**src/rtl/cir_pkg.sv**
```systemverilog
// Constants and types for the CAN controller interrupt enable and flag block.
// Assumes an internal register access port driven by the SPI command decoder.
package cir_pkg;

  localparam int          CIR_ADDR_W        = 8;
  localparam int          CIR_DATA_W        = 8;
  localparam logic [7:0]  CIR_OFS_IRQ_EN    = 8'h2B;
  localparam logic [7:0]  CIR_OFS_IRQ_FLAGS = 8'h2C;
  localparam logic [7:0]  CIR_EN_RST        = 8'h00;
  localparam logic [7:0]  CIR_FLAGS_RST     = 8'h00;

  // Bit positions shared by mask and flag registers
  localparam int CIR_BIT_MSG_ERR  = 7;
  localparam int CIR_BIT_WAKEUP   = 6;
  localparam int CIR_BIT_ERR_CHG  = 5;
  localparam int CIR_BIT_TXBUF2   = 4;
  localparam int CIR_BIT_TXBUF1   = 3;
  localparam int CIR_BIT_TXBUF0   = 2;
  localparam int CIR_BIT_RXBUF1   = 1;
  localparam int CIR_BIT_RXBUF0   = 0;

  // Pending source codes, lower value wins
  localparam logic [2:0] CIR_CODE_NONE   = 3'h0;
  localparam logic [2:0] CIR_CODE_ERR    = 3'h1;
  localparam logic [2:0] CIR_CODE_WAKEUP = 3'h2;
  localparam logic [2:0] CIR_CODE_TX0    = 3'h3;
  localparam logic [2:0] CIR_CODE_TX1    = 3'h4;
  localparam logic [2:0] CIR_CODE_TX2    = 3'h5;
  localparam logic [2:0] CIR_CODE_RX0    = 3'h6;
  localparam logic [2:0] CIR_CODE_RX1    = 3'h7;

  // Register access request from the SPI command layer
  typedef struct packed {
    logic       wr;
    logic       rd;
    logic [7:0] addr;
    logic [7:0] wdata;
    logic [7:0] wmask;
  } cir_reg_req_t;

endpackage : cir_pkg

```
**src/rtl/cir_irq_regs.sv**
```systemverilog
// Interrupt enable mask, pending flags, interrupt pin and source code.
// Assumes event strobes and condition levels come from logic on sys_clk,
// and register requests arrive from the SPI command decoder on sys_clk.
`timescale 1ns/10ps

// How it works
// - Mask bit 7 gates message error events onto the interrupt.
// - Mask bit 6 gates bus activity wakeup onto the interrupt.
// - Mask bit 5 gates error condition changes onto the interrupt.
// - Mask bits 4,3,2 gate transmit buffer 2,1,0 empty events.
// - Mask bits 1,0 gate receive buffer 1,0 full events.
// - Mask register is read/write, all eight bits, resets to zero.
// - Flag reads 1 while pending; host clears it to drop the interrupt.
// - Flag bits 7,6,5 hold message error, wakeup, error change pending.
// - Flag bits 4,3,2 hold transmit buffer 2,1,0 empty pending.
// - Flag bits 1,0 hold receive buffer 1,0 full pending.
// - Flag register is read/write, all eight bits, resets to zero.
// - Interrupt pin low while any enabled flag is pending.
// - Host setting a flag raises the interrupt when enabled.
// - Clearing a flag is refused while its condition persists.
// - Source code reports highest priority enabled pending source other than message error, 0 if none.
module cir_irq_regs
  import cir_pkg::*;
(
  input  wire logic         sys_clk,
  input  wire logic         rst_n,
  input  wire cir_reg_req_t reg_req,
  output logic [7:0]        reg_rdata_ff,
  output logic              reg_rvalid_ff,
  input  wire logic [7:0]   src_event,
  input  wire logic [7:0]   src_active,
  output logic              irq_n_ff,
  output logic [2:0]        pending_source_code_ff,
  output logic [7:0]        interrupt_enable_mask_ff,
  output logic [7:0]        interrupt_pending_flags_ff
);

  logic [7:0] nxt_flags;
  logic [7:0] nxt_mask;
  logic [7:0] enabled_pending;
  logic [2:0] nxt_code;
  logic       hit_mask;
  logic       hit_flags;

  // Shared decode for write and read paths
  function automatic logic addr_hit(input logic [7:0] a, input logic [7:0] ofs);
    return a == ofs;
  endfunction : addr_hit

  assign hit_mask  = addr_hit(reg_req.addr, CIR_OFS_IRQ_EN);
  assign hit_flags = addr_hit(reg_req.addr, CIR_OFS_IRQ_FLAGS);

  // Mask write honours the bit-modify mask; full write uses all ones
  always_comb begin
    nxt_mask = interrupt_enable_mask_ff;
    if (reg_req.wr && hit_mask) begin
      nxt_mask = (interrupt_enable_mask_ff & ~reg_req.wmask)
               | (reg_req.wdata & reg_req.wmask);
    end
  end

  always_ff @(posedge sys_clk) begin
    if (!rst_n) begin
      interrupt_enable_mask_ff <= CIR_EN_RST;
    end else begin
      interrupt_enable_mask_ff <= nxt_mask;
    end
  end

  // Flags: host write first, then held conditions and new events override.
  // Event wins over a clear in the same cycle, so no interrupt is lost.
  always_comb begin
    nxt_flags = interrupt_pending_flags_ff;
    if (reg_req.wr && hit_flags) begin
      nxt_flags = (interrupt_pending_flags_ff & ~reg_req.wmask)
                | (reg_req.wdata & reg_req.wmask);
    end
    // Clear refused while the source condition still holds
    nxt_flags = nxt_flags | (interrupt_pending_flags_ff & src_active);
    // Set on event whatever the mask holds
    nxt_flags = nxt_flags | src_event;
  end

  always_ff @(posedge sys_clk) begin
    if (!rst_n) begin
      interrupt_pending_flags_ff <= CIR_FLAGS_RST;
    end else begin
      interrupt_pending_flags_ff <= nxt_flags;
    end
  end

  // Mask gates only pin and code, from the next flag value so both track
  assign enabled_pending = nxt_flags & nxt_mask;

  always_comb begin
    nxt_code = CIR_CODE_NONE;
    if (enabled_pending[CIR_BIT_ERR_CHG]) begin
      nxt_code = CIR_CODE_ERR;
    end else if (enabled_pending[CIR_BIT_WAKEUP]) begin
      nxt_code = CIR_CODE_WAKEUP;
    end else if (enabled_pending[CIR_BIT_TXBUF0]) begin
      nxt_code = CIR_CODE_TX0;
    end else if (enabled_pending[CIR_BIT_TXBUF1]) begin
      nxt_code = CIR_CODE_TX1;
    end else if (enabled_pending[CIR_BIT_TXBUF2]) begin
      nxt_code = CIR_CODE_TX2;
    end else if (enabled_pending[CIR_BIT_RXBUF0]) begin
      nxt_code = CIR_CODE_RX0;
    end else if (enabled_pending[CIR_BIT_RXBUF1]) begin
      nxt_code = CIR_CODE_RX1;
    end
  end

  // Message error drives the pin but has no code of its own
  always_ff @(posedge sys_clk) begin
    if (!rst_n) begin
      irq_n_ff               <= 1'b1;
      pending_source_code_ff <= CIR_CODE_NONE;
    end else begin
      irq_n_ff               <= ~(|enabled_pending);
      pending_source_code_ff <= nxt_code;
    end
  end

  // Read returns the registered value one cycle later; unmapped reads zero
  always_ff @(posedge sys_clk) begin
    if (!rst_n) begin
      reg_rdata_ff  <= 8'h00;
      reg_rvalid_ff <= 1'b0;
    end else begin
      reg_rvalid_ff <= reg_req.rd;
      if (reg_req.rd && hit_mask) begin
        reg_rdata_ff <= interrupt_enable_mask_ff;
      end else if (reg_req.rd && hit_flags) begin
        reg_rdata_ff <= interrupt_pending_flags_ff;
      end else begin
        reg_rdata_ff <= 8'h00;
      end
    end
  end

endmodule : cir_irq_regs

```
**config.mk**
```make
export PLATFORM = sky130hd
export DESIGN_NAME = cir_irq_regs
export DESIGN_NICKNAME = d
export VERILOG_FILES = /design/src/rtl/cir_pkg.sv /design/src/rtl/cir_irq_regs.sv
export SDC_FILE = /design/constraint.sdc
export NUM_CORES = 1
export LEC_CHECK = 0
export ABC_CLOCK_PERIOD_IN_PS = 4600
export BUFFER_PORTS_ARGS = -buffer_cell sky130_fd_sc_hd__buf_2
export CAP_MARGIN = 15
export CORE_MARGIN = 3
export CORE_UTILIZATION = 49
export DETAILED_ROUTE_END_ITERATION = 10
export HOLD_SLACK_MARGIN = 0.12
export PLACE_DENSITY_LB_ADDON = 0.15
export SYNTH_ARGS = -nofsm -noshare
export SYNTH_HDL_FRONTEND = slang
export SYNTH_SLANG_ARGS = --single-unit
export TNS_END_PERCENT = 100
```
**constraint.sdc**
```tcl
create_clock -name sys_clk -period 4.6 [get_ports sys_clk]
set_input_delay 0.92 -clock sys_clk [delete_from_list [all_inputs] [get_ports sys_clk]]
set_output_delay 0.92 -clock sys_clk [all_outputs]
set_load 0.01 [all_outputs]
```
==> results of run 1 <==
## metal layers
layer	global-route usage [%]	vias up	wire [um]
li1	-	800	-
met1	29.5	799	1790
met2	41.1	95	2270
met3	7.34	13	422
met4	11.5	0	104
met5	0	-	0
## cells by family after synthesis
logic type             after synthesis  synth area share, %
AOI/OAI and AO/OA                   57                 31.0
buffers and inverters               18                 4.71
DFF                                 29                 38.3
muxes                                3                 2.15
and+or+nand+nor                     60                 23.8
## worst max path at each step
| stage | end | cells past startpoint |
|---|---|---|
| 2_1_floorplan | irq_n_ff | 6 |
| 3_3_place_gp | irq_n_ff | 6 |
| 3_5_place_dp | irq_n_ff | 6 |
| 4_1_cts | irq_n_ff | 6 |
| 5_1_grt | pending_source_code_ff[2] | 6 |
| 6_report | irq_n_ff | 6 |
## worst max-delay path, delay by kind of cell
family | cells | cell delay [ns]
buffers and inverters | 1 | 0.11
AO/OA/AOI/OAI | 4 | 1.48
AND/OR/NAND/NOR | 1 | 0.85
## power groups by stage
| stage | clock (W) | sequential (W) | combinational (W) |
|---|---|---|---|
| CTS | 0.000159 | 0.000261 | 0.0000710 |
| global route | 0.000173 | 0.000262 | 0.0000785 |
| detailed placement | 0 | 0.000267 | 0.0000708 |
| floorplan | 0 | 0.000269 | 0.0000332 |
| global placement | 0 | 0.000266 | 0.0000689 |
| finish | 0.000155 | 0.000261 | 0.0000720 |
## area by class of cell
| class | count | share of cell area [%] |
|---|---|---|
| timing repair buffer | 74 | 19.3 |
| clock buffer | 7 | 2.83 |
| multi-input combinational | 120 | 44.6 |
| sequential | 29 | 29.8 |
| inverter | 8 | 1.54 |
| tap | 31 | 1.99 |
## stage by stage
| stage | cells | utilization [%] | hold WS (ns) |
|---|---|---|---|
| final | 269 | 68.3 | 0.518 |
| after detailed placement | 262 | 66.4 | 0.508 |
| after global placement | 262 | 66.4 | 0.504 |
| after floorplan | 167 | - | 0.518 |
| after global routing | 269 | 68.3 | 0.543 |
| after CTS | 269 | 68.3 | 0.522 |
## Yosys cell counts (3+ instances only)
library cell  instances
nand4_1               4
dfxtp_1              29
a21oi_1              13
nand4b_1              4
a22oi_1              12
nand2_1               4
clkbuf_1              6
o31ai_1               4
nor3_1                3
o41ai_1               6
nor2_1               14
o41a_1                3
nand2b_1              9
or4_1                 4
buf_2                 3
a41oi_1               5
inv_1                 8
and2_1                9
## flip-flops by register name (all words and copies together) (netlist names)
register                    cells
reg_rdata_ff                    8
interrupt_enable_mask_ff        8
pending_source_code_ff          3
irq_n_ff                        1
interrupt_pending_flags_ff      8
reg_rvalid_ff                   1
## placed cells by master, fill, tap and decap left out, types with 2 or more instances in the layout
cell type	netlist	final
a22oi_1	12	12
a41oi_1	5	5
mux2_2	2	2
and4b_1	2	2
buf_4	0	2
o31ai_1	4	4
a31o_2	2	2
a311o_1	2	2
a21oi_1	13	13
o41a_1	3	3
or4_1	4	4
nand4_1	4	4
clkbuf_4	0	5
buf_2	3	72
inv_1	8	8
nand2b_1	9	9
nand2_1	4	4
nand4b_1	4	4
nor3_1	3	3
and2_1	9	9
o41ai_1	6	6
dfxtp_1	29	29
nor2_1	14	14
==> results.sh, run 1 <==
export IMPL_cp_end_kind="register"
export IMPL_min_period_over_period_pct=67.5
export IMPL_switchingPower_w=0.000128
export IMPL_crit_arrival_ns=3.36
export IMPL_synthesis_area_um2=1510
export IMPL_drc=0
export IMPL_max_freq_mhz=322
export IMPL_synth_edf_count=0
export IMPL_start_util_pct=53.1
export IMPL_port_buffer_count=72
export IMPL_post_cts_setup_buffer_count=0
export IMPL_ant_nets=0
export IMPL_drt_initial_drc_count=93
export IMPL_combPwrFrac_pct=14.8
export IMPL_htree_levels=2
export IMPL_vias_per_cell=6.35
export IMPL_setup_viol=0
export IMPL_slowest_stage="or4b_1"
export IMPL_postSynthCellCount=167
export IMPL_setup_slack_ns=1.50
export IMPL_syn_nets=211
export IMPL_dr_total_vias=1707
export IMPL_drive_gt1_share_pct=37.0
export IMPL_status="finished, final reports clean"
export IMPL_design_die_area_um2=3790
export IMPL_slew_headroom_pct=47.7
export IMPL_hpwl_um=3380
export IMPL_cp_cell_sequence="buf_2 -> or4b_1 -> o41a_1 -> a311o_1 -> a2111oi_4 -> a31o_1"
export IMPL_area_growth_pct=28.7
export IMPL_ir_drop_mv=0.177
export IMPL_setup_worst_path_start="reg_req[20]"
export IMPL_async_flop_share_pct=0
export IMPL_fillers=241
export IMPL_cts_tree="done"
export IMPL_fin_crit_ns=3.10
export IMPL_gp_congestion=0.834
export IMPL_slowest_delay_ns=0.85
export IMPL_p_seq_share_pct=53.5
export IMPL_ys_flop_type="dfxtp_1"
export IMPL_multiInputGateArea_um2=868
export IMPL_yosysWarnings=0
export IMPL_yosysSeqAreaShare_pct=38.3
export IMPL_clock_latency_ns=0.33
export IMPL_setup_tns_final_ns=0
export IMPL_path_max_fanout=18
export IMPL_die_h_um=61.6
export IMPL_reg2reg_from="interrupt_pending_flags_ff[3]"
export IMPL_clk_path_buf_depth=2
export IMPL_finalWirelength_um=4580
export IMPL_p_leak_nw=0.867
export IMPL_hold_class="register to register"
export IMPL_core_area_um2=2850
export IMPL_gr_usage_all_layers_pct=24.9
export IMPL_postSynthAreaPerCell_um2=9.07
export IMPL_synth_top_area_share_pct=38.3
export IMPL_maxSlewViolCount=0
export IMPL_finalPower_w=0.000488
export IMPL_grt_setup_unrepaired="false"
export IMPL_r2r_end="irq_n_ff"
export IMPL_crit_required_ns=4.86
export IMPL_pre_cts_ws_ns=1.20
export IMPL_p_per_area_nw_per_um2=250
export IMPL_hold_violations=0
export IMPL_r2r_slack_ns=3.11
export IMPL_cts_repair_resized=0
export IMPL_ys_seq_elements=29
export IMPL_crit_type="primary input to register"
export IMPL_regArea_um2=581
export IMPL_ys_types=41
export IMPL_start_kind="primary input"
export IMPL_cts_sinks=29
export IMPL_dr_pass1_iters=5
export IMPL_worst_clock_skew_ns=0.0105
export IMPL_die_x_um=61.6
export IMPL_cts_made_buffers=5
export IMPL_cts_root_buffer="clkbuf_4"
export IMPL_nets=282
export IMPL_reg2reg_depth=4
export IMPL_postCtsHoldBufs=0
export IMPL_place_area_um2=1890
export IMPL_grt_max_degree=25
export IMPL_clkTransAtPathRegs_ns=0.08
export IMPL_internal_power_w=0.000360
export IMPL_maxCapViolCount=0
export IMPL_diodes=0
export IMPL_placementRows=19
export IMPL_fin_area_um2=1950
export IMPL_hold_path_end="interrupt_pending_flags_ff[1]"
export IMPL_holdPathStages=2
export IMPL_antenna_found_initial=0
export IMPL_p_clk_share_pct=31.8
export IMPL_synth_top_cell_by_area="dfxtp_1"
export IMPL_grt_pass1_wl_um=6930
export IMPL_min_from="interrupt_pending_flags_ff[1]"
export IMPL_switching_share_pct=26.2
export IMPL_post_drt_wl_per_cell_um=17.0
export IMPL_io_pins=73
export IMPL_grt_overflow_total=0
export IMPL_synth_area_leaders="dfxtp_1 (38%), a22oi_1 (6.0%), a21oi_1 (4.3%)"
export IMPL_first_global_vias=1589
export IMPL_worst_pin_slew_ns=0.783
(Power assumes the default switching activity.)
==> inputs of run 2 (changes only) <==
Settings changed: ABC_CLOCK_PERIOD_IN_PS 4600 to 2900, CORE_UTILIZATION 49 to 46.
Clock period 4.6 ns to 2.9 ns, I/O delays scaled along.
==> results.sh, run 2 (synthesis results as in run 1) <==
export IMPL_crit_arrival_ns=2.78
export IMPL_slew_headroom_pct=50.0
export IMPL_cts_root_buffer="clkbuf_4"
export IMPL_hold_class="primary input to register"
export IMPL_postCtsHoldBufs=0
export IMPL_final_cell_mix="buf_2 (72), dfxtp_1 (29), buf_4 (18)"
export IMPL_diodes=0
export IMPL_p_leak_nw=0.955
export IMPL_cts_sinks=29
export IMPL_clk_path_buf_depth=2
export IMPL_core_area_um2=3100
export IMPL_gp_congestion=0.870
export IMPL_max_freq_mhz=401
export IMPL_post_drt_wl_per_cell_um=14.8
export IMPL_hold_violations=0
export IMPL_finalWirelength_um=4420
export IMPL_p_clk_share_pct=34.6
export IMPL_gr_usage_met2_pct=37.8
export IMPL_switchingPower_w=0.000215
export IMPL_grt_setup_unrepaired="false"
export IMPL_grt_overflow_total=0
export IMPL_combPwrFrac_pct=15.0
export IMPL_p_seq_share_pct=50.4
export IMPL_worst_clock_skew_ns=0.0114
export IMPL_gr_usage_all_layers_pct=22.9
export IMPL_drive_gt1_share_pct=41.6
export IMPL_dr_pass1_iters=4
export IMPL_start_util_pct=48.8
export IMPL_die_h_um=63.4
export IMPL_crit_required_ns=3.19
export IMPL_crit_buf_inv=2
export IMPL_setup_worst_path_start="reg_req[20]"
export IMPL_post_cts_setup_buffer_count=0
export IMPL_reg2reg_from="interrupt_pending_flags_ff[3]"
export IMPL_cp_cell_sequence="buf_2 -> or4b_1 -> buf_4 -> o41a_1 -> a311o_1 -> a2111oi_4 -> a31o_1"
export IMPL_internal_power_w=0.000606
export IMPL_layout_commonest_cell="buf_2"
export IMPL_setup_tns_final_ns=0
export IMPL_dr_total_vias=1690
export IMPL_vias_per_cell=5.65
export IMPL_min_from="reg_req[24]"
export IMPL_ir_drop_mv=0.183
export IMPL_slowest_stage="or4b_1"
export IMPL_first_global_vias=1612
export IMPL_top_usage_layer="met2"
export IMPL_crit_type="primary input to register"
export IMPL_grt_max_degree=25
export IMPL_port_buffer_count=72
export IMPL_htree_levels=2
export IMPL_start_kind="primary input"
export IMPL_nets=298
export IMPL_switching_share_pct=26.2
export IMPL_slowest_delay_ns=0.51
export IMPL_reg_top3="interrupt_enable_mask_ff (8), interrupt_pending_flags_ff (8), reg_rdata_ff (8)"
export IMPL_maxSlewViolCount=0
export IMPL_stdcell_count=299
export IMPL_drt_initial_drc_count=76
export IMPL_io_pins=73
export IMPL_met3_usage_pct=6.60
export IMPL_place_inst=291
export IMPL_critical_path_top_delay_family="compound AO/OA/AOI/OAI gates"
export IMPL_area_growth_pct=38.7
export IMPL_status="finished, final reports clean"
export IMPL_fin_crit_ns=2.49
export IMPL_path_max_fanout=18
export IMPL_setup_viol=0
export IMPL_met1_usage_pct=28.3
export IMPL_cts_repair_resized=0
export IMPL_clkTransAtPathRegs_ns=0.09
export IMPL_min_period_over_period_pct=86.0
export IMPL_design_die_area_um2=4020
export IMPL_p_per_area_nw_per_um2=391
export IMPL_placementRows=20
export IMPL_clock_latency_ns=0.34
export IMPL_hpwl_um=3430
export IMPL_cp_end_kind="register"
export IMPL_drc=0
export IMPL_cts_made_buffers=5
export IMPL_die_x_um=63.4
export IMPL_worst_pin_slew_ns=0.749
export IMPL_grt_pass1_wl_um=7270
export IMPL_maxCapViolCount=0
export IMPL_r2r_slack_ns=1.48
export IMPL_cts_tree="done"
export IMPL_antenna_found_initial=0
export IMPL_ant_nets=0
[run 2: cell count changes in the layout (fill, tap and decap cells not counted), sizes merged]
cell | before | now
buf | 74 | 90
clkinv | 0 | 1
[run 2: power by group through the flow]
stage	sequential (W)	clock [W]	combinational, W
global route	0.000415	0.000305	0.000136
CTS	0.000414	0.000287	0.000122
finish	0.000414	0.000284	0.000123
floorplan	0.000426	0	0.0000527
global placement	0.000423	0	0.000121
detailed placement	0.000423	0	0.000122
[run 2: per-stage QoR]
step,power (W),area [um^2],hold slack (ns),setup WS [ns],utilization (%)
after floorplan,0.000479,1510,0.518,0.320,-
after global placement,0.000543,2030,0.502,0.101,65.4
after detailed placement,0.000545,2030,0.497,0.0667,65.4
after CTS,0.000823,2100,0.464,0.421,67.7
after global routing,0.000856,2100,0.481,0.338,67.7
final,0.000820,2100,0.469,0.407,67.7
[run 2: worst paths after layout]
| path | depth (start not counted) | endpoint |
|---|---|---|
| max reg2reg | 4 | irq_n_ff |
| min reg2reg | 2 | interrupt_pending_flags_ff[1] |
| min | 2 | reg_rvalid_ff |
| max | 7 | irq_n_ff |
[run 2: layout make-up]
type	count	area [um^2]
flip-flops and latches	29	581
repair buffers	90	495
clock inverters	1	5.00
well taps	44	55.1
inverters	8	30.0
multi-input cells	120	868
clock buffers	7	65.1
fillers	301	1000
[run 2: layer usage]
| layer | routed length, um | part of all wire [%] |
|---|---|---|
| met5 | 0 | 0 |
| met4 | 61 | 1.4 |
| met3 | 303 | 6.9 |
| met2 | 2100 | 47 |
| met1 | 1950 | 44 |
==> inputs of run 3 (changes only) <==
Settings changed: ABC_CLOCK_PERIOD_IN_PS 2900 to 2200, CORE_UTILIZATION 46 to 41.
Clock period 2.9 ns to 2.2 ns, I/O delays scaled along.
==> results.sh, run 3 (synthesis results as in run 1) <==
export IMPL_crit_buf_inv=1
export IMPL_fillers=279
export IMPL_finalWirelength_um=4820
export IMPL_path_max_fanout=7
export IMPL_cts_made_buffers=5
export IMPL_max_freq_mhz=469
export IMPL_drt_initial_drc_count=98
export IMPL_p_leak_nw=1.09
export IMPL_die_h_um=66.8
export IMPL_grt_pass1_wl_um=7680
export IMPL_diodes=0
export IMPL_ir_drop_mv=0.458
export IMPL_io_pins=73
export IMPL_crit_required_ns=2.42
export IMPL_cp_cell_sequence="buf_2 -> or4b_4 -> o41a_1 -> a2bb2oi_4 -> a2111oi_4 -> a31o_1"
export IMPL_cts_root_buffer="clkbuf_8"
export IMPL_grt_overflow_total=0
export IMPL_drc=0
export IMPL_hold_class="primary input to register"
export IMPL_die_x_um=66.8
export IMPL_slew_headroom_pct=65.8
export IMPL_maxSlewViolCount=0
export IMPL_maxCapViolCount=0
export IMPL_final_util_pct=69.9
export IMPL_crit_type="primary input to register"
export IMPL_start_kind="primary input"
export IMPL_ant_nets=0
export IMPL_worst_pin_slew_ns=0.507
export IMPL_port_buffer_count=72
export IMPL_core_area_um2=3440
export IMPL_clock_latency_ns=0.28
export IMPL_slowest_stage="or4b_4"
export IMPL_min_from="reg_req[24]"
export IMPL_grt_max_degree=18
export IMPL_dr_total_vias=1733
export IMPL_post_drt_wl_per_cell_um=15.1
export IMPL_grt_setup_unrepaired="true"
export IMPL_critical_path_top_delay_family="compound AO/OA/AOI/OAI gates"
export IMPL_clkTransAtPathRegs_ns=0.06
export IMPL_antenna_found_initial=0
export IMPL_worst_clock_skew_ns=0.00260
export IMPL_cts_sinks=29
export IMPL_fin_crit_ns=2.13
export IMPL_setup_worst_path_start="reg_req[23]"
export IMPL_vias_per_cell=5.45
export IMPL_first_global_vias=1637
export IMPL_cp_end_kind="register"
export IMPL_status="finished, final reports clean"
export IMPL_pre_cts_ws_ns=-0.313
export IMPL_design_die_area_um2=4460
export IMPL_reg2reg_from="interrupt_enable_mask_ff[6]"
export IMPL_hpwl_um=3680
export IMPL_min_period_over_period_pct=97.0
export IMPL_setup_slack_ns=0.0668
export IMPL_layout_commonest_cell="buf_2"
export IMPL_htree_levels=2
export IMPL_drive_gt1_share_pct=50.4
export IMPL_cts_tree="done"
export IMPL_reg_top3="interrupt_enable_mask_ff (8), interrupt_pending_flags_ff (8), reg_rdata_ff (8)"
export IMPL_dr_pass1_iters=4
export IMPL_placementRows=21
export IMPL_crit_arrival_ns=2.36
export IMPL_hold_slack_ns=0.377
export IMPL_gr_usage_all_layers_pct=22.7
export IMPL_area_growth_pct=59.0
export IMPL_setup_viol=0
export IMPL_clk_path_buf_depth=2
export IMPL_gp_congestion=0.863
export IMPL_start_util_pct=44.0
export IMPL_final_cell_mix="buf_2 (71), buf_4 (34), dfxtp_1 (29)"
export IMPL_hold_violations=0
export IMPL_slowest_delay_ns=0.57
export IMPL_nets=315
export IMPL_p_per_area_nw_per_um2=547
## run 3: where the power goes
group	internal [W]	total [W]	switching [W]
registers	0.000537	0.000548	0.0000107
clock network	0.000369	0.000567	0.000199
logic	0.000102	0.000202	0.000101
total	0.00101	0.00132	0.000310
## run 3: path summary, 6_finish.rpt
check | to | slack, ns | cells past startpoint
worst max register to register | irq_n_ff | 0.72 | 5
worst min register to register | interrupt_pending_flags_ff[6] | 0.50 | 2
worst max-delay path | irq_n_ff | 0.07 | 6
worst min-delay path | reg_rvalid_ff | 0.38 | 2
## run 3: per-stage QoR
step / area (um^2) / std cells / power (W) / setup TNS (ns)
final: 2410 / 318 / 0.00132 / 0
after global routing: 2410 / 318 / 0.00137 / -0.0239
after CTS: 2340 / 317 / 0.00131 / 0
after detailed placement: 2210 / 309 / 0.000747 / -1.19
after global placement: 2210 / 309 / 0.000745 / -1.13
after floorplan: 1590 / 167 / 0.000643 / -0.106
## run 3: area by class of cell
cell class	count	area, um^2	share of cell area, %
Multi-Input combinational cell	121	1000	41.6
Timing Repair Buffer	106	622	25.8
Sequential cell	29	581	24.1
Clock buffer	7	86.3	3.59
Tap cell	46	57.6	2.39
Clock inverter	1	30.0	1.25
Inverter	8	30.0	1.25
## run 3: repair_timing
| item | 4_1_cts | 5_1_grt |
|---|---|---|
| hold buffers | 0 | 0 |
| gates cloned | 0 | 1 |
| resized for setup | 1 | 10 |
| pin swaps | 1 | 2 |
| setup endpoints to repair | 1 | 4 |
| setup buffers | 0 | 0 |
## run 3: per-layer routing
metal	vias up	track usage (%)	share of wire, %
li1	872	-	-
met1	789	29.7	44
met2	63	36.5	47
met3	9	4.89	7.3
met4	0	8.38	1.6
met5	-	0	0
## run 3: worst reg2reg max path, cell delays in order, from the launching register on
cell	delay [ns]
dfxtp_1	0.36
inv_1	0.06
a31o_2	0.22
a22oi_1	0.37
nor2_1	0.12
a31o_1	0.24
